===== src/common/cam_seq_pkg.sv =====
// constants and types shared by the camera sequencing controller
package cam_seq_pkg;
  // ****************************************
  // clock and pixel timing
  // ****************************************
  localparam int CLK_MHZ          = 50;
  localparam int PIXEL_PERIOD_US  = 52;
  localparam int SUPPRESS_DLY_US  = 4;
  localparam int SAMPLE_DLY_US    = 20;
  localparam int CLAMP_LEN_US     = 4;
  localparam int SAMPLE_LEN_US    = 8;
  localparam int PIXEL_CYC        = PIXEL_PERIOD_US * CLK_MHZ;
  localparam int SUPPRESS_DLY_CYC = SUPPRESS_DLY_US * CLK_MHZ;
  localparam int SAMPLE_DLY_CYC   = SAMPLE_DLY_US * CLK_MHZ;
  localparam int CLAMP_LEN_CYC    = CLAMP_LEN_US * CLK_MHZ;
  localparam int SAMPLE_LEN_CYC   = SAMPLE_LEN_US * CLK_MHZ;
  localparam int PIX_CNT_W        = 12;

  // ****************************************
  // sequencing figures
  // ****************************************
  localparam int        ERASE_CNT_W      = 8;
  localparam int        LINE_CNT_W       = 9;
  localparam logic [8:0] LINES_AFTER_FIRST = 9'h0ff;
  localparam logic [7:0] ERASE_N_DEFAULT  = 8'h04;

  typedef enum logic [1:0] {
    CMD_IMAGE = 2'h0,
    CMD_SHIFT = 2'h1,
    CMD_READ  = 2'h2
  } cmd_t;

  // gray coded along erase -> armed -> exposing -> transmit path
  typedef enum logic [2:0] {
    ST_ERASE_IT = 3'h0,
    ST_ERASE_LR = 3'h1,
    ST_ARMED    = 3'h3,
    ST_TX_IT    = 3'h2,
    ST_TX_LR0   = 3'h6,
    ST_TX_LT    = 3'h7,
    ST_TX_LR    = 3'h5
  } seq_state_t;
endpackage


===== src/logic/cdsh_switch_timer.sv =====
// sample-and-hold switch timing over one pixel period
`timescale 1ns/10ps
module cdsh_switch_timer
  import cam_seq_pkg::*;
(
  // clock and reset
  input  wire logic i_clk,
  input  wire logic i_resetn,
  // control
  input  wire logic i_run,
  // switch controls, active low
  output logic      o_suppress_n,
  output logic      o_clamp_n,
  output logic      o_sample_n
);
  // ****************************************
  // pixel phase counter
  // ****************************************
  logic [PIX_CNT_W-1:0] phase_ff;
  localparam logic [PIX_CNT_W-1:0] LAST_PH  = PIX_CNT_W'(PIXEL_CYC - 1);
  localparam logic [PIX_CNT_W-1:0] SUP_ON   = PIX_CNT_W'(SUPPRESS_DLY_CYC);
  localparam logic [PIX_CNT_W-1:0] CLAMP_ON =
    PIX_CNT_W'(PIXEL_CYC - SAMPLE_DLY_CYC - SAMPLE_LEN_CYC - CLAMP_LEN_CYC);
  localparam logic [PIX_CNT_W-1:0] CLAMP_OFF = PIX_CNT_W'(PIXEL_CYC - SAMPLE_DLY_CYC
    - SAMPLE_LEN_CYC);
  localparam logic [PIX_CNT_W-1:0] SAMP_ON  = PIX_CNT_W'(PIXEL_CYC - SAMPLE_LEN_CYC);

  // 52 us period
  always_ff @(posedge i_clk or negedge i_resetn) begin
    if (!i_resetn) begin
      phase_ff <= '0;
    end else if (!i_run || phase_ff == LAST_PH) begin
      phase_ff <= '0;
    end else begin
      phase_ff <= phase_ff + 1'b1;
    end
  end

  // ****************************************
  // switch outputs
  // ****************************************
  // phase 0 is the end of the previous sample period
  always_ff @(posedge i_clk or negedge i_resetn) begin
    if (!i_resetn) begin
      o_suppress_n <= 1'b1;
      o_clamp_n    <= 1'b1;
      o_sample_n   <= 1'b1;
    end else begin
      // suppress on 4 us after sample
      o_suppress_n <= !(i_run && phase_ff >= SUP_ON && phase_ff < CLAMP_ON);
      o_clamp_n    <= !(i_run && phase_ff >= CLAMP_ON && phase_ff < CLAMP_OFF);
      // sample 20 us after clamp
      o_sample_n   <= !(i_run && phase_ff >= SAMP_ON);
    end
  end
endmodule


===== src/logic/ccd_camera_readout_sequencer.sv =====
// camera sequencing controller: erase loop, picture handshake, readout
`timescale 1ns/10ps
// Notes on behaviour
// erase continuously while idle
// erase cycle is image transfer then read
// erase count N is settable
// computer raises begin-picture to request
// finish current erase before picture
// raise expose line after erase completes
// computer drops begin-picture to transmit
// transmit order IT, LR, LT, LR
// window high when first pixel ready
// telemetry reads pixels, returns control
// repeat transfer-read pair 255 times
// drop expose line after picture done
// busy covers whole generator operation
// enable-ADC only during picture readout
// switch timing on 52 us pixel
// suppress on 4 us after sample
// sample on 20 us after clamp
// each operation starts on own pulse
// wait for busy low before next
module ccd_camera_readout_sequencer
  import cam_seq_pkg::*;
(
  // clock and reset
  input  wire logic                   I_MCLK,
  input  wire logic                   I_RESETN,
  // configuration
  input  wire logic [ERASE_CNT_W-1:0] I_ERASE_N,
  // experiment computer
  input  wire logic                   I_BEGIN_PICTURE,
  output logic                        O_EXPOSE_DONE,
  // clock generator
  input  wire logic                   I_GEN_BUSY,
  input  wire logic                   I_FIRST_PIXEL_READY,
  output logic                        O_IMAGE_TO_STORAGE_CMD,
  output logic                        O_STORAGE_LINE_SHIFT_CMD,
  output logic                        O_LINE_READOUT_CMD,
  // shared status
  output logic                        O_PICTURE_READOUT_ACTIVE,
  output logic                        O_PIXEL_DATA_WINDOW,
  // sample-and-hold switches
  output logic                        O_RESET_SPIKE_SUPPRESS_N,
  output logic                        O_BACKGROUND_CLAMP_N,
  output logic                        O_PIXEL_SAMPLE_N
);
  // ****************************************
  // input synchronisers
  // ****************************************
  logic begin_s1_ff, begin_ff, busy_s1_ff, busy_ff, first_s1_ff, first_ff;

  always_ff @(posedge I_MCLK or negedge I_RESETN) begin
    if (!I_RESETN) begin
      begin_s1_ff <= 1'b0;
      begin_ff    <= 1'b0;
      busy_s1_ff  <= 1'b0;
      busy_ff     <= 1'b0;
      first_s1_ff <= 1'b0;
      first_ff    <= 1'b0;
    end else begin
      begin_s1_ff <= I_BEGIN_PICTURE;
      begin_ff    <= begin_s1_ff;
      busy_s1_ff  <= I_GEN_BUSY;
      busy_ff     <= busy_s1_ff;
      first_s1_ff <= I_FIRST_PIXEL_READY;
      first_ff    <= first_s1_ff;
    end
  end

  // ****************************************
  // command issue handshake
  // ****************************************
  // a command is pending from its pulse until busy has risen and fallen
  seq_state_t state_ff, nxt_state;
  logic       pending_ff;
  logic       seen_busy_ff;
  logic       issue;
  logic       cmd_done;
  logic [ERASE_CNT_W-1:0] erase_cnt_ff;
  logic [LINE_CNT_W-1:0]  line_cnt_ff;
  logic                   exposing_ff;

  // generator busy ends the operation
  assign cmd_done = pending_ff && seen_busy_ff && !busy_ff;
  // only issue while generator idle
  assign issue    = !pending_ff && !busy_ff && nxt_issue_ok(state_ff, begin_ff, exposing_ff);

  function automatic logic nxt_issue_ok(input seq_state_t st, input logic req,
                                        input logic expo);
    nxt_issue_ok = (st != ST_ARMED) || (expo && !req);
  endfunction

  always_ff @(posedge I_MCLK or negedge I_RESETN) begin
    if (!I_RESETN) begin
      pending_ff   <= 1'b0;
      seen_busy_ff <= 1'b0;
    end else if (issue && state_ff != ST_ARMED) begin
      pending_ff   <= 1'b1;
      seen_busy_ff <= 1'b0;
    end else if (cmd_done) begin
      pending_ff   <= 1'b0;
      seen_busy_ff <= 1'b0;
    end else if (busy_ff) begin
      seen_busy_ff <= 1'b1;
    end
  end

  // one-cycle pulse per operation
  always_ff @(posedge I_MCLK or negedge I_RESETN) begin
    if (!I_RESETN) begin
      O_IMAGE_TO_STORAGE_CMD   <= 1'b0;
      O_STORAGE_LINE_SHIFT_CMD <= 1'b0;
      O_LINE_READOUT_CMD       <= 1'b0;
    end else begin
      // erase issues image then read
      // transmit order image, read, shift, read
      O_IMAGE_TO_STORAGE_CMD   <= issue && (state_ff == ST_ERASE_IT || state_ff == ST_TX_IT);
      O_STORAGE_LINE_SHIFT_CMD <= issue && state_ff == ST_TX_LT;
      O_LINE_READOUT_CMD       <= issue && (state_ff == ST_ERASE_LR || state_ff == ST_TX_LR0
                                            || state_ff == ST_TX_LR);
    end
  end

  // ****************************************
  // sequence state machine
  // ****************************************
  always_comb begin
    nxt_state = state_ff;
    unique case (state_ff)
      ST_ERASE_IT: if (cmd_done) begin
        nxt_state = ST_ERASE_LR;
      end
      ST_ERASE_LR: if (cmd_done) begin
        // request honoured only at routine end
        if (erase_cnt_ff == '0 && begin_ff) begin
          nxt_state = ST_ARMED;
        end else begin
          // keep erasing while idle
          nxt_state = ST_ERASE_IT;
        end
      end
      // falling request starts transmission
      ST_ARMED: if (exposing_ff && !begin_ff) begin
        nxt_state = ST_TX_IT;
      end
      ST_TX_IT: if (cmd_done) begin
        nxt_state = ST_TX_LR0;
      end
      ST_TX_LR0: if (cmd_done) begin
        nxt_state = ST_TX_LT;
      end
      ST_TX_LT: if (cmd_done) begin
        nxt_state = ST_TX_LR;
      end
      ST_TX_LR: if (cmd_done) begin
        // 255 more line pairs
        nxt_state = (line_cnt_ff == LINES_AFTER_FIRST) ? ST_ERASE_IT : ST_TX_LT;
      end
      default: nxt_state = ST_ERASE_IT;
    endcase
  end

  always_ff @(posedge I_MCLK or negedge I_RESETN) begin
    if (!I_RESETN) begin
      state_ff <= ST_ERASE_IT;
    end else begin
      state_ff <= nxt_state;
    end
  end

  // cycles counted down from I_ERASE_N - 1 to zero
  always_ff @(posedge I_MCLK or negedge I_RESETN) begin
    if (!I_RESETN) begin
      erase_cnt_ff <= '0;
    end else if (state_ff == ST_ERASE_LR && cmd_done) begin
      erase_cnt_ff <= (erase_cnt_ff == '0) ? ERASE_CNT_W'(I_ERASE_N - 1'b1)
                                           : erase_cnt_ff - 1'b1;
    end
  end

  always_ff @(posedge I_MCLK or negedge I_RESETN) begin
    if (!I_RESETN) begin
      line_cnt_ff <= '0;
    end else if (state_ff == ST_TX_IT) begin
      line_cnt_ff <= '0;
    end else if (state_ff == ST_TX_LR && cmd_done) begin
      line_cnt_ff <= line_cnt_ff + 1'b1;
    end
  end

  // ****************************************
  // computer and telemetry status
  // ****************************************
  always_ff @(posedge I_MCLK or negedge I_RESETN) begin
    if (!I_RESETN) begin
      exposing_ff   <= 1'b0;
      O_EXPOSE_DONE <= 1'b0;
    end else if (state_ff == ST_ERASE_LR && nxt_state == ST_ARMED) begin
      // exposure may begin
      exposing_ff   <= 1'b1;
      O_EXPOSE_DONE <= 1'b1;
    end else if (state_ff == ST_TX_LR && nxt_state == ST_ERASE_IT) begin
      // picture complete
      exposing_ff   <= 1'b0;
      O_EXPOSE_DONE <= 1'b0;
    end
  end

  // high only in transmit states
  always_ff @(posedge I_MCLK or negedge I_RESETN) begin
    if (!I_RESETN) begin
      O_PICTURE_READOUT_ACTIVE <= 1'b0;
    end else begin
      O_PICTURE_READOUT_ACTIVE <= nxt_state == ST_TX_IT || nxt_state == ST_TX_LR0
                                  || nxt_state == ST_TX_LT || nxt_state == ST_TX_LR;
    end
  end

  // first pixel on bus during line read
  // window held while telemetry reads pixels
  always_ff @(posedge I_MCLK or negedge I_RESETN) begin
    if (!I_RESETN) begin
      O_PIXEL_DATA_WINDOW <= 1'b0;
    end else begin
      O_PIXEL_DATA_WINDOW <= state_ff == ST_TX_LR && pending_ff && first_ff;
    end
  end

  // ****************************************
  // sample-and-hold timing
  // ****************************************
  // switches run only during picture readout, to save analog power in erase
  cdsh_switch_timer u_switch_timer (
    .i_clk        (I_MCLK),
    .i_resetn     (I_RESETN),
    .i_run        (O_PICTURE_READOUT_ACTIVE),
    .o_suppress_n (O_RESET_SPIKE_SUPPRESS_N),
    .o_clamp_n    (O_BACKGROUND_CLAMP_N),
    .o_sample_n   (O_PIXEL_SAMPLE_N)
  );
endmodule


===== config.mk =====
export PLATFORM = sky130hd
export DESIGN_NAME = ccd_camera_readout_sequencer
export DESIGN_NICKNAME = d
export VERILOG_FILES = /design/src/common/cam_seq_pkg.sv /design/src/logic/cdsh_switch_timer.sv /design/src/logic/ccd_camera_readout_sequencer.sv
export SDC_FILE = /design/constraint.sdc
export NUM_CORES = 1
export LEC_CHECK = 0
export BUFFER_PORTS_ARGS = -buffer_cell sky130_fd_sc_hd__buf_4
export CORE_UTILIZATION = 64
export CTS_CLUSTER_SIZE = 28
export DETAILED_ROUTE_END_ITERATION = 10
export PLACE_DENSITY = 0.85
export REMOVE_ABC_BUFFERS = 1
export SLEW_MARGIN = 0
export SYNTH_ARGS = -nofsm -noshare
export SYNTH_HDL_FRONTEND = slang
export SYNTH_HIERARCHICAL = 1
export SYNTH_SLANG_ARGS = --single-unit

===== constraint.sdc =====
create_clock -name I_MCLK -period 3.1 [get_ports I_MCLK]
set_input_delay 0.465 -clock I_MCLK [delete_from_list [all_inputs] [get_ports I_MCLK]]
set_output_delay 0.465 -clock I_MCLK [all_outputs]
set_load 0.01 [all_outputs]

* Word-level counts from Yosys, hierarchy flattened
Index checks and enable logic that the tools add are counted.
** Word-level totals
- Register bits :: 49
- Output and inout bits :: 9
** Cells by class
- Add/sub/neg operators :: 4
- Order comparisons :: 5
- Eq/ne operators :: 14
- Muxes and demuxes :: 21
- Reduce and logical (&&, ||, !) cells :: 43
** Operators by type and width (count)
- 3-bit two-way mux :: 8
- 1-bit logical AND :: 21
- 3-bit one-hot mux with 7 select lines :: 1
- 3-bit equality test (second input constant) :: 6
- 9-bit two-way mux :: 2
- 8-bit by 1-bit subtractor with 8-bit output (second input constant) :: 2
- 12-bit by 1-bit adder with 12-bit output (second input constant) :: 1
- 12-bit equality test (second input constant) :: 1
- 3-bit by 2-bit equality test with 1-bit output (second input constant) :: 4
- 12-bit by 10-bit >= comparator with 1-bit output (second input constant) :: 1
- 12-bit >= comparator (second input constant) :: 1
- 12-bit by 8-bit >= comparator with 1-bit output (second input constant) :: 1
- 12-bit by 10-bit less-than comparator with 1-bit output (second input constant) :: 1
- 12-bit by 11-bit less-than comparator with 1-bit output (second input constant) :: 1
- 12-bit two-way mux :: 1
- 9-bit by 1-bit adder with 9-bit output (second input constant) :: 1
- 9-bit by 8-bit equality test with 1-bit output (second input constant) :: 1
- 8-bit zero test :: 1
- 1-bit logical OR :: 8
- 8-bit two-way mux :: 1
- 1-bit zero test :: 7
- 1-bit two-way mux :: 7
- 3-bit zero test :: 2
- 2-bit nonzero test :: 3
- other kinds (4) :: 4

* Logic depth before layout (Yosys ltp)
- Word-level depth :: 9
- Gate-level depth with buffers :: 9

* Hierarchy
Netlist, hierarchy kept.
** By module, submodules not included
- ccd_camera_readout_sequencer :: times used 1, cells each 187, area each 1806.7 um^2
- cdsh_switch_timer :: times used 1, cells each 79, area each 783.3 um^2

* Worst setup path after synthesis
No wires, ideal clock.
- Kind :: register -> register
- From :: register erase_cnt_ff[6]
- To :: register erase_cnt_ff[2]
- Arrival time :: 1999 ps
- Data required time :: 2979 ps
- Setup slack :: 980 ps
- Cell stages (with the launch flop) :: 10
- Path buffers :: 1
- Clock period less this slack :: 2120 ps
- Cell sequence :: dfrtp_1 -> nor4_1 -> and2_1 -> buf_2 -> a21oi_1 -> ha_1 -> inv_1 -> a31o_2 -> o21ai_0 -> a22o_1
** On the way
- Word-level cells in the longest chain between the ends :: 2
** RTL lines
- start, declared :: RTL line ccd_camera_readout_sequencer.sv:80 : logic [ERASE_CNT_W-1:0] erase_cnt_ff;
- start signal, assigned :: RTL line ccd_camera_readout_sequencer.sv:177 : erase_cnt_ff <= (erase_cnt_ff == '0) ? ERASE_CNT_W'(I_ERASE_N - 1'b1)
- 8-bit zero test :: RTL line ccd_camera_readout_sequencer.sv:177
- 8-bit two-way mux :: RTL line ccd_camera_readout_sequencer.sv:177
Every way passes these cells.
A chain may end at the register's enable or synchronous reset.

* Worst setup path in the final report
Ends and elaborated chain as after synthesis.

==> impl_metrics.xml <==
<?xml version="1.0" encoding="UTF-8"?>
<metrics>
  <group name="floorplanning">
    <metric name="die-area" unit="mm2">0.00431</metric>
    <metric name="die_height" unit="um">65.6</metric>
    <metric name="io-pin-count" unit="">22</metric>
    <metric name="die_width" unit="um">65.6</metric>
    <metric name="core_footprint" unit="mm2">0.00377</metric>
    <metric name="rows" unit="">22</metric>
    <metric name="start_util" unit="%">68.7</metric>
  </group>
  <group name="clock_tree">
    <metric name="cts.sink_count" unit="">49</metric>
    <metric name="clock-root-buffer" unit="">sky130_fd_sc_hd__clkbuf_8</metric>
    <metric name="clock_tree.buffer_depth" unit="">2</metric>
    <metric name="cts_setup_buffers" unit="">0</metric>
    <metric name="worst_setup_hold_path_clk_slew" unit="ns">0.09</metric>
    <metric name="clk-insertion-delay-late" unit="ns">0.30</metric>
    <metric name="cts_inserted_buffers" unit="">5</metric>
    <metric name="count_of_hold_fix_buffers_inserted_at_cts" unit="">0</metric>
    <metric name="cts_tree" unit="">yes</metric>
    <metric name="cts_htree_levels" unit="">2</metric>
    <metric name="cts.repair.resized" unit="">0</metric>
  </group>
  <group name="worst_setup_path">
    <metric name="critPathRequiredTime" unit="ns">3.30</metric>
    <metric name="worstSetupEndpointType" unit="">flop</metric>
    <metric name="timing.rr.end" unit="">erase_cnt_ff[2]</metric>
    <metric name="worst_setup_path_start_kind" unit="">flop</metric>
    <metric name="r2r_slack" unit="ns">0.58</metric>
    <metric name="critical_path.reg2reg.startpoint" unit="">erase_cnt_ff[6]</metric>
    <metric name="timing.reg2reg.worst_path_depth" unit="">8</metric>
    <metric name="worstSetupPathType" unit="">reg2reg</metric>
    <metric name="worst_ep_arrival_time" unit="ns">2.72</metric>
    <metric name="worstPathMaxFanout" unit="">9</metric>
  </group>
  <group name="global_routing">
    <metric name="grt.total_usage" unit="%">26.9</metric>
    <metric name="grt_pass1_vias" unit="">1859</metric>
    <metric name="grt.overflow.total" unit="">0</metric>
    <metric name="grt_antenna_before_repair" unit="">0</metric>
    <metric name="wire_length_of_the_first_global_routing_pass" unit="mm">8.60</metric>
    <metric name="pin_count_of_the_biggest_net_entering_global_routing" unit="">50</metric>
  </group>
  <group name="place">
    <metric name="buffer_ports.inserted" unit="">21</metric>
    <metric name="place_inst" unit="">321</metric>
    <metric name="dp.final_hpwl" unit="mm">3.52</metric>
    <metric name="place.gp.congestion" unit="">0.853</metric>
  </group>
  <group name="detailed_routing">
    <metric name="detailroute.wirelength.met2" unit="mm">2.40</metric>
    <metric name="detail_route.wirelength" unit="mm">5.04</metric>
    <metric name="vias" unit="">2046</metric>
    <metric name="routed.top_layer" unit="">met4</metric>
    <metric name="wl_per_cell" unit="um">15.3</metric>
    <metric name="met3RoutedLength" unit="um">270</metric>
    <metric name="drt_drc_violations_left" unit="">0</metric>
    <metric name="route.antenna.remaining_nets" unit="">0</metric>
    <metric name="dr.first_iter.drc_count" unit="">217</metric>
    <metric name="avgViaCountPerCell" unit="">6.22</metric>
    <metric name="wl_met1" unit="mm">2.28</metric>
    <metric name="drt-pass1-iter-count" unit="">5</metric>
  </group>
  <group name="layout">
    <metric name="drive_above_1_share" unit="%">15.7</metric>
    <metric name="nets" unit="">298</metric>
    <metric name="flow.area_growth_from_synthesis" unit="%">10.3</metric>
    <metric name="diodes" unit="">0</metric>
    <metric name="final-instance-count-excl-fill" unit="">329</metric>
  </group>
  <group name="logic_synthesis">
    <metric name="yosysTopAreaCell" unit="">sky130_fd_sc_hd__dfrtp_1</metric>
    <metric name="synth-edff-count" unit="">0</metric>
    <metric name="mappedNetlistArea" unit="mm2">0.00259</metric>
    <metric name="synth.lib_cells_used.distinct" unit="">59</metric>
    <metric name="yosys_register_bits" unit="">49</metric>
    <metric name="ffs_w_async_s_r_synth" unit="%">100</metric>
    <metric name="synth.avg_cell_area" unit="um2">9.74</metric>
    <metric name="synth.top_cell.area_share" unit="%">44.4</metric>
    <metric name="synth_top_flop_cell" unit="">sky130_fd_sc_hd__dfrtp_1</metric>
    <metric name="ys_top_cells_by_area" unit="">sky130_fd_sc_hd__dfrtp_1 (44%), sky130_fd_sc_hd__nor2_1 (4.8%), sky130_fd_sc_hd__nand3_1 (3.5%)</metric>
    <metric name="synth.yosys.warnings" unit="">6</metric>
    <metric name="seq_area_frac_synth" unit="%">47.5</metric>
    <metric name="synth_cells" unit="">266</metric>
    <metric name="most_numerous_cell_in_the_yosys_netlist" unit="">sky130_fd_sc_hd__dfrtp_1</metric>
    <metric name="synth.top_cells.by_count" unit="">sky130_fd_sc_hd__dfrtp_1 (46), sky130_fd_sc_hd__nor2_1 (33), sky130_fd_sc_hd__nand2_1 (18), sky130_fd_sc_hd__nand3_1 (18)</metric>
  </group>
  <group name="sta">
    <metric name="least_margin_pin_slew" unit="ns">0.752</metric>
    <metric name="fin_crit_sh" unit="%">81.4</metric>
    <metric name="skew" unit="ns">0.00390</metric>
    <metric name="slew_headroom" unit="%">49.5</metric>
    <metric name="final_hold_viol_count" unit="">0</metric>
    <metric name="drv_slew" unit="">0</metric>
    <metric name="rsz0062_at_grt" unit="">no</metric>
    <metric name="timing.fmax" unit="GHz">0.396</metric>
    <metric name="report.final.setup_viol" unit="">0</metric>
    <metric name="setup_total_negative_slack" unit="ns">0</metric>
    <metric name="min_period" unit="ns">2.52</metric>
  </group>
  <group name="min_path">
    <metric name="hp_class" unit="">in2async</metric>
  </group>
  <group name="power_and_ir_drop">
    <metric name="peak_vdd_ir" unit="uV">611</metric>
    <metric name="power.static_leakage" unit="nW">1.20</metric>
    <metric name="power.density_cell_area" unit="mW/mm2">724</metric>
  </group>
  <group name="run_status">
    <metric name="status" unit="">completed</metric>
  </group>
  <group name="job">
    <metric name="cap_viol_max_count" unit="">0</metric>
  </group>
</metrics>
[cell usage in the layout (no fill, tap or decap), types with 2 or more instances in the layout]
| cell type | count |
|---|---|
| sky130_fd_sc_hd__a21boi_0 | 2 |
| sky130_fd_sc_hd__nor3_1 | 8 |
| sky130_fd_sc_hd__nand4_1 | 5 |
| sky130_fd_sc_hd__or3_4 | 2 |
| sky130_fd_sc_hd__dfstp_2 | 3 |
| sky130_fd_sc_hd__or3_1 | 4 |
| sky130_fd_sc_hd__a31oi_1 | 2 |
| sky130_fd_sc_hd__and2_1 | 3 |
| sky130_fd_sc_hd__o21ai_0 | 10 |
| sky130_fd_sc_hd__dfrtp_1 | 46 |
| sky130_fd_sc_hd__inv_1 | 8 |
| sky130_fd_sc_hd__clkbuf_8 | 5 |
| sky130_fd_sc_hd__and4_1 | 2 |
| sky130_fd_sc_hd__a211oi_1 | 3 |
| sky130_fd_sc_hd__nor4_2 | 2 |
| sky130_fd_sc_hd__nand3_1 | 18 |
| sky130_fd_sc_hd__and3b_1 | 2 |
| sky130_fd_sc_hd__xor2_1 | 8 |
| sky130_fd_sc_hd__nor4_1 | 8 |
| sky130_fd_sc_hd__a21oi_1 | 7 |
| sky130_fd_sc_hd__nand2b_1 | 2 |
| sky130_fd_sc_hd__a2111o_1 | 3 |
| sky130_fd_sc_hd__nand2_1 | 18 |
| sky130_fd_sc_hd__o31ai_1 | 5 |
| sky130_fd_sc_hd__nand3b_1 | 2 |
| sky130_fd_sc_hd__nor2_1 | 33 |
| sky130_fd_sc_hd__xnor2_1 | 10 |
| sky130_fd_sc_hd__nor3b_1 | 2 |
| sky130_fd_sc_hd__ha_1 | 5 |
| sky130_fd_sc_hd__and3_1 | 2 |
| sky130_fd_sc_hd__buf_4 | 22 |
[cell families (layout without fill, tap and decap cells)]
kind of cell	Yosys count	after routing	share of synthesized area [%]
buffers and inverters	23	38	3.82
adder cells (fa/ha/maj)	5	5	2.42
multiplexers	2	2	0.821
XOR/XNOR	18	18	6.09
flip-flops	49	49	47.5
AND/OR/NAND/NOR	121	121	25.4
AO/OA/AOI/OAI	48	48	14.0
[sequential cells by signal, indices dropped and copies added, names as in the netlist, 3 cells and up]
register / count
state_ff: 3
line_cnt_ff: 9
erase_cnt_ff: 8
u_switch_timer/phase_ff: 12
[critical path, cell delays in order, from the launching register on]
cell,delay (ns)
sky130_fd_sc_hd__dfrtp_1,0.44
sky130_fd_sc_hd__nor4_1,0.68
sky130_fd_sc_hd__and2_1,0.42
sky130_fd_sc_hd__a21oi_1,0.13
sky130_fd_sc_hd__ha_1,0.23
sky130_fd_sc_hd__inv_1,0.07
sky130_fd_sc_hd__a31o_2,0.14
sky130_fd_sc_hd__o21ai_0,0.08
sky130_fd_sc_hd__a22o_1,0.23
[layer usage]
metal	up-vias	GRT usage, %
met3	10	5.73
li1	986	-
met5	-	0
met4	0	10.3
met2	69	41.0
met1	981	37.5
[through the flow]
step | hold slack (ns) | utilization, % | setup WS (ns) | cell area (um2) | power [mW]
after global placement | 0.334 | 72.8 | 0.759 | 2750 | 1.60
final | 0.163 | 75.8 | 0.577 | 2860 | 2.07
after global routing | 0.210 | 75.8 | 0.363 | 2860 | 2.22
after floorplan | 0.169 | - | 0.970 | 2520 | 1.41
after detailed placement | 0.345 | 72.8 | 0.653 | 2750 | 1.62
after CTS | 0.183 | 75.8 | 0.629 | 2860 | 2.06
[where the power goes]
part           switching [mW]  internal, mW  total, mW
Sequential              0.207         0.751      0.959
Clock                   0.210         0.242      0.452
Combinational           0.369         0.290      0.659
Total                   0.786          1.28       2.07
[area by class of cell]
cell class                 count  area (um2)
multi-input combinational    194        1260
sequential                    49        1230
fill                         259         913
timing repair buffer          22         165
clock buffer                   6        72.6
tap                           48        60.1
clock inverter                 2        38.8
inverter                       8        30.0
[how the worst max path moves through the flow]
stage	from	to	cells after the start
after floorplan	erase_cnt_ff[6]	erase_cnt_ff[2]	8
after CTS	erase_cnt_ff[6]	erase_cnt_ff[2]	8
final	erase_cnt_ff[6]	erase_cnt_ff[2]	8
after global placement	erase_cnt_ff[6]	erase_cnt_ff[2]	8
after detailed placement	erase_cnt_ff[6]	erase_cnt_ff[2]	8
after global routing	erase_cnt_ff[6]	erase_cnt_ff[2]	8
(Power assumes the default switching activity.)
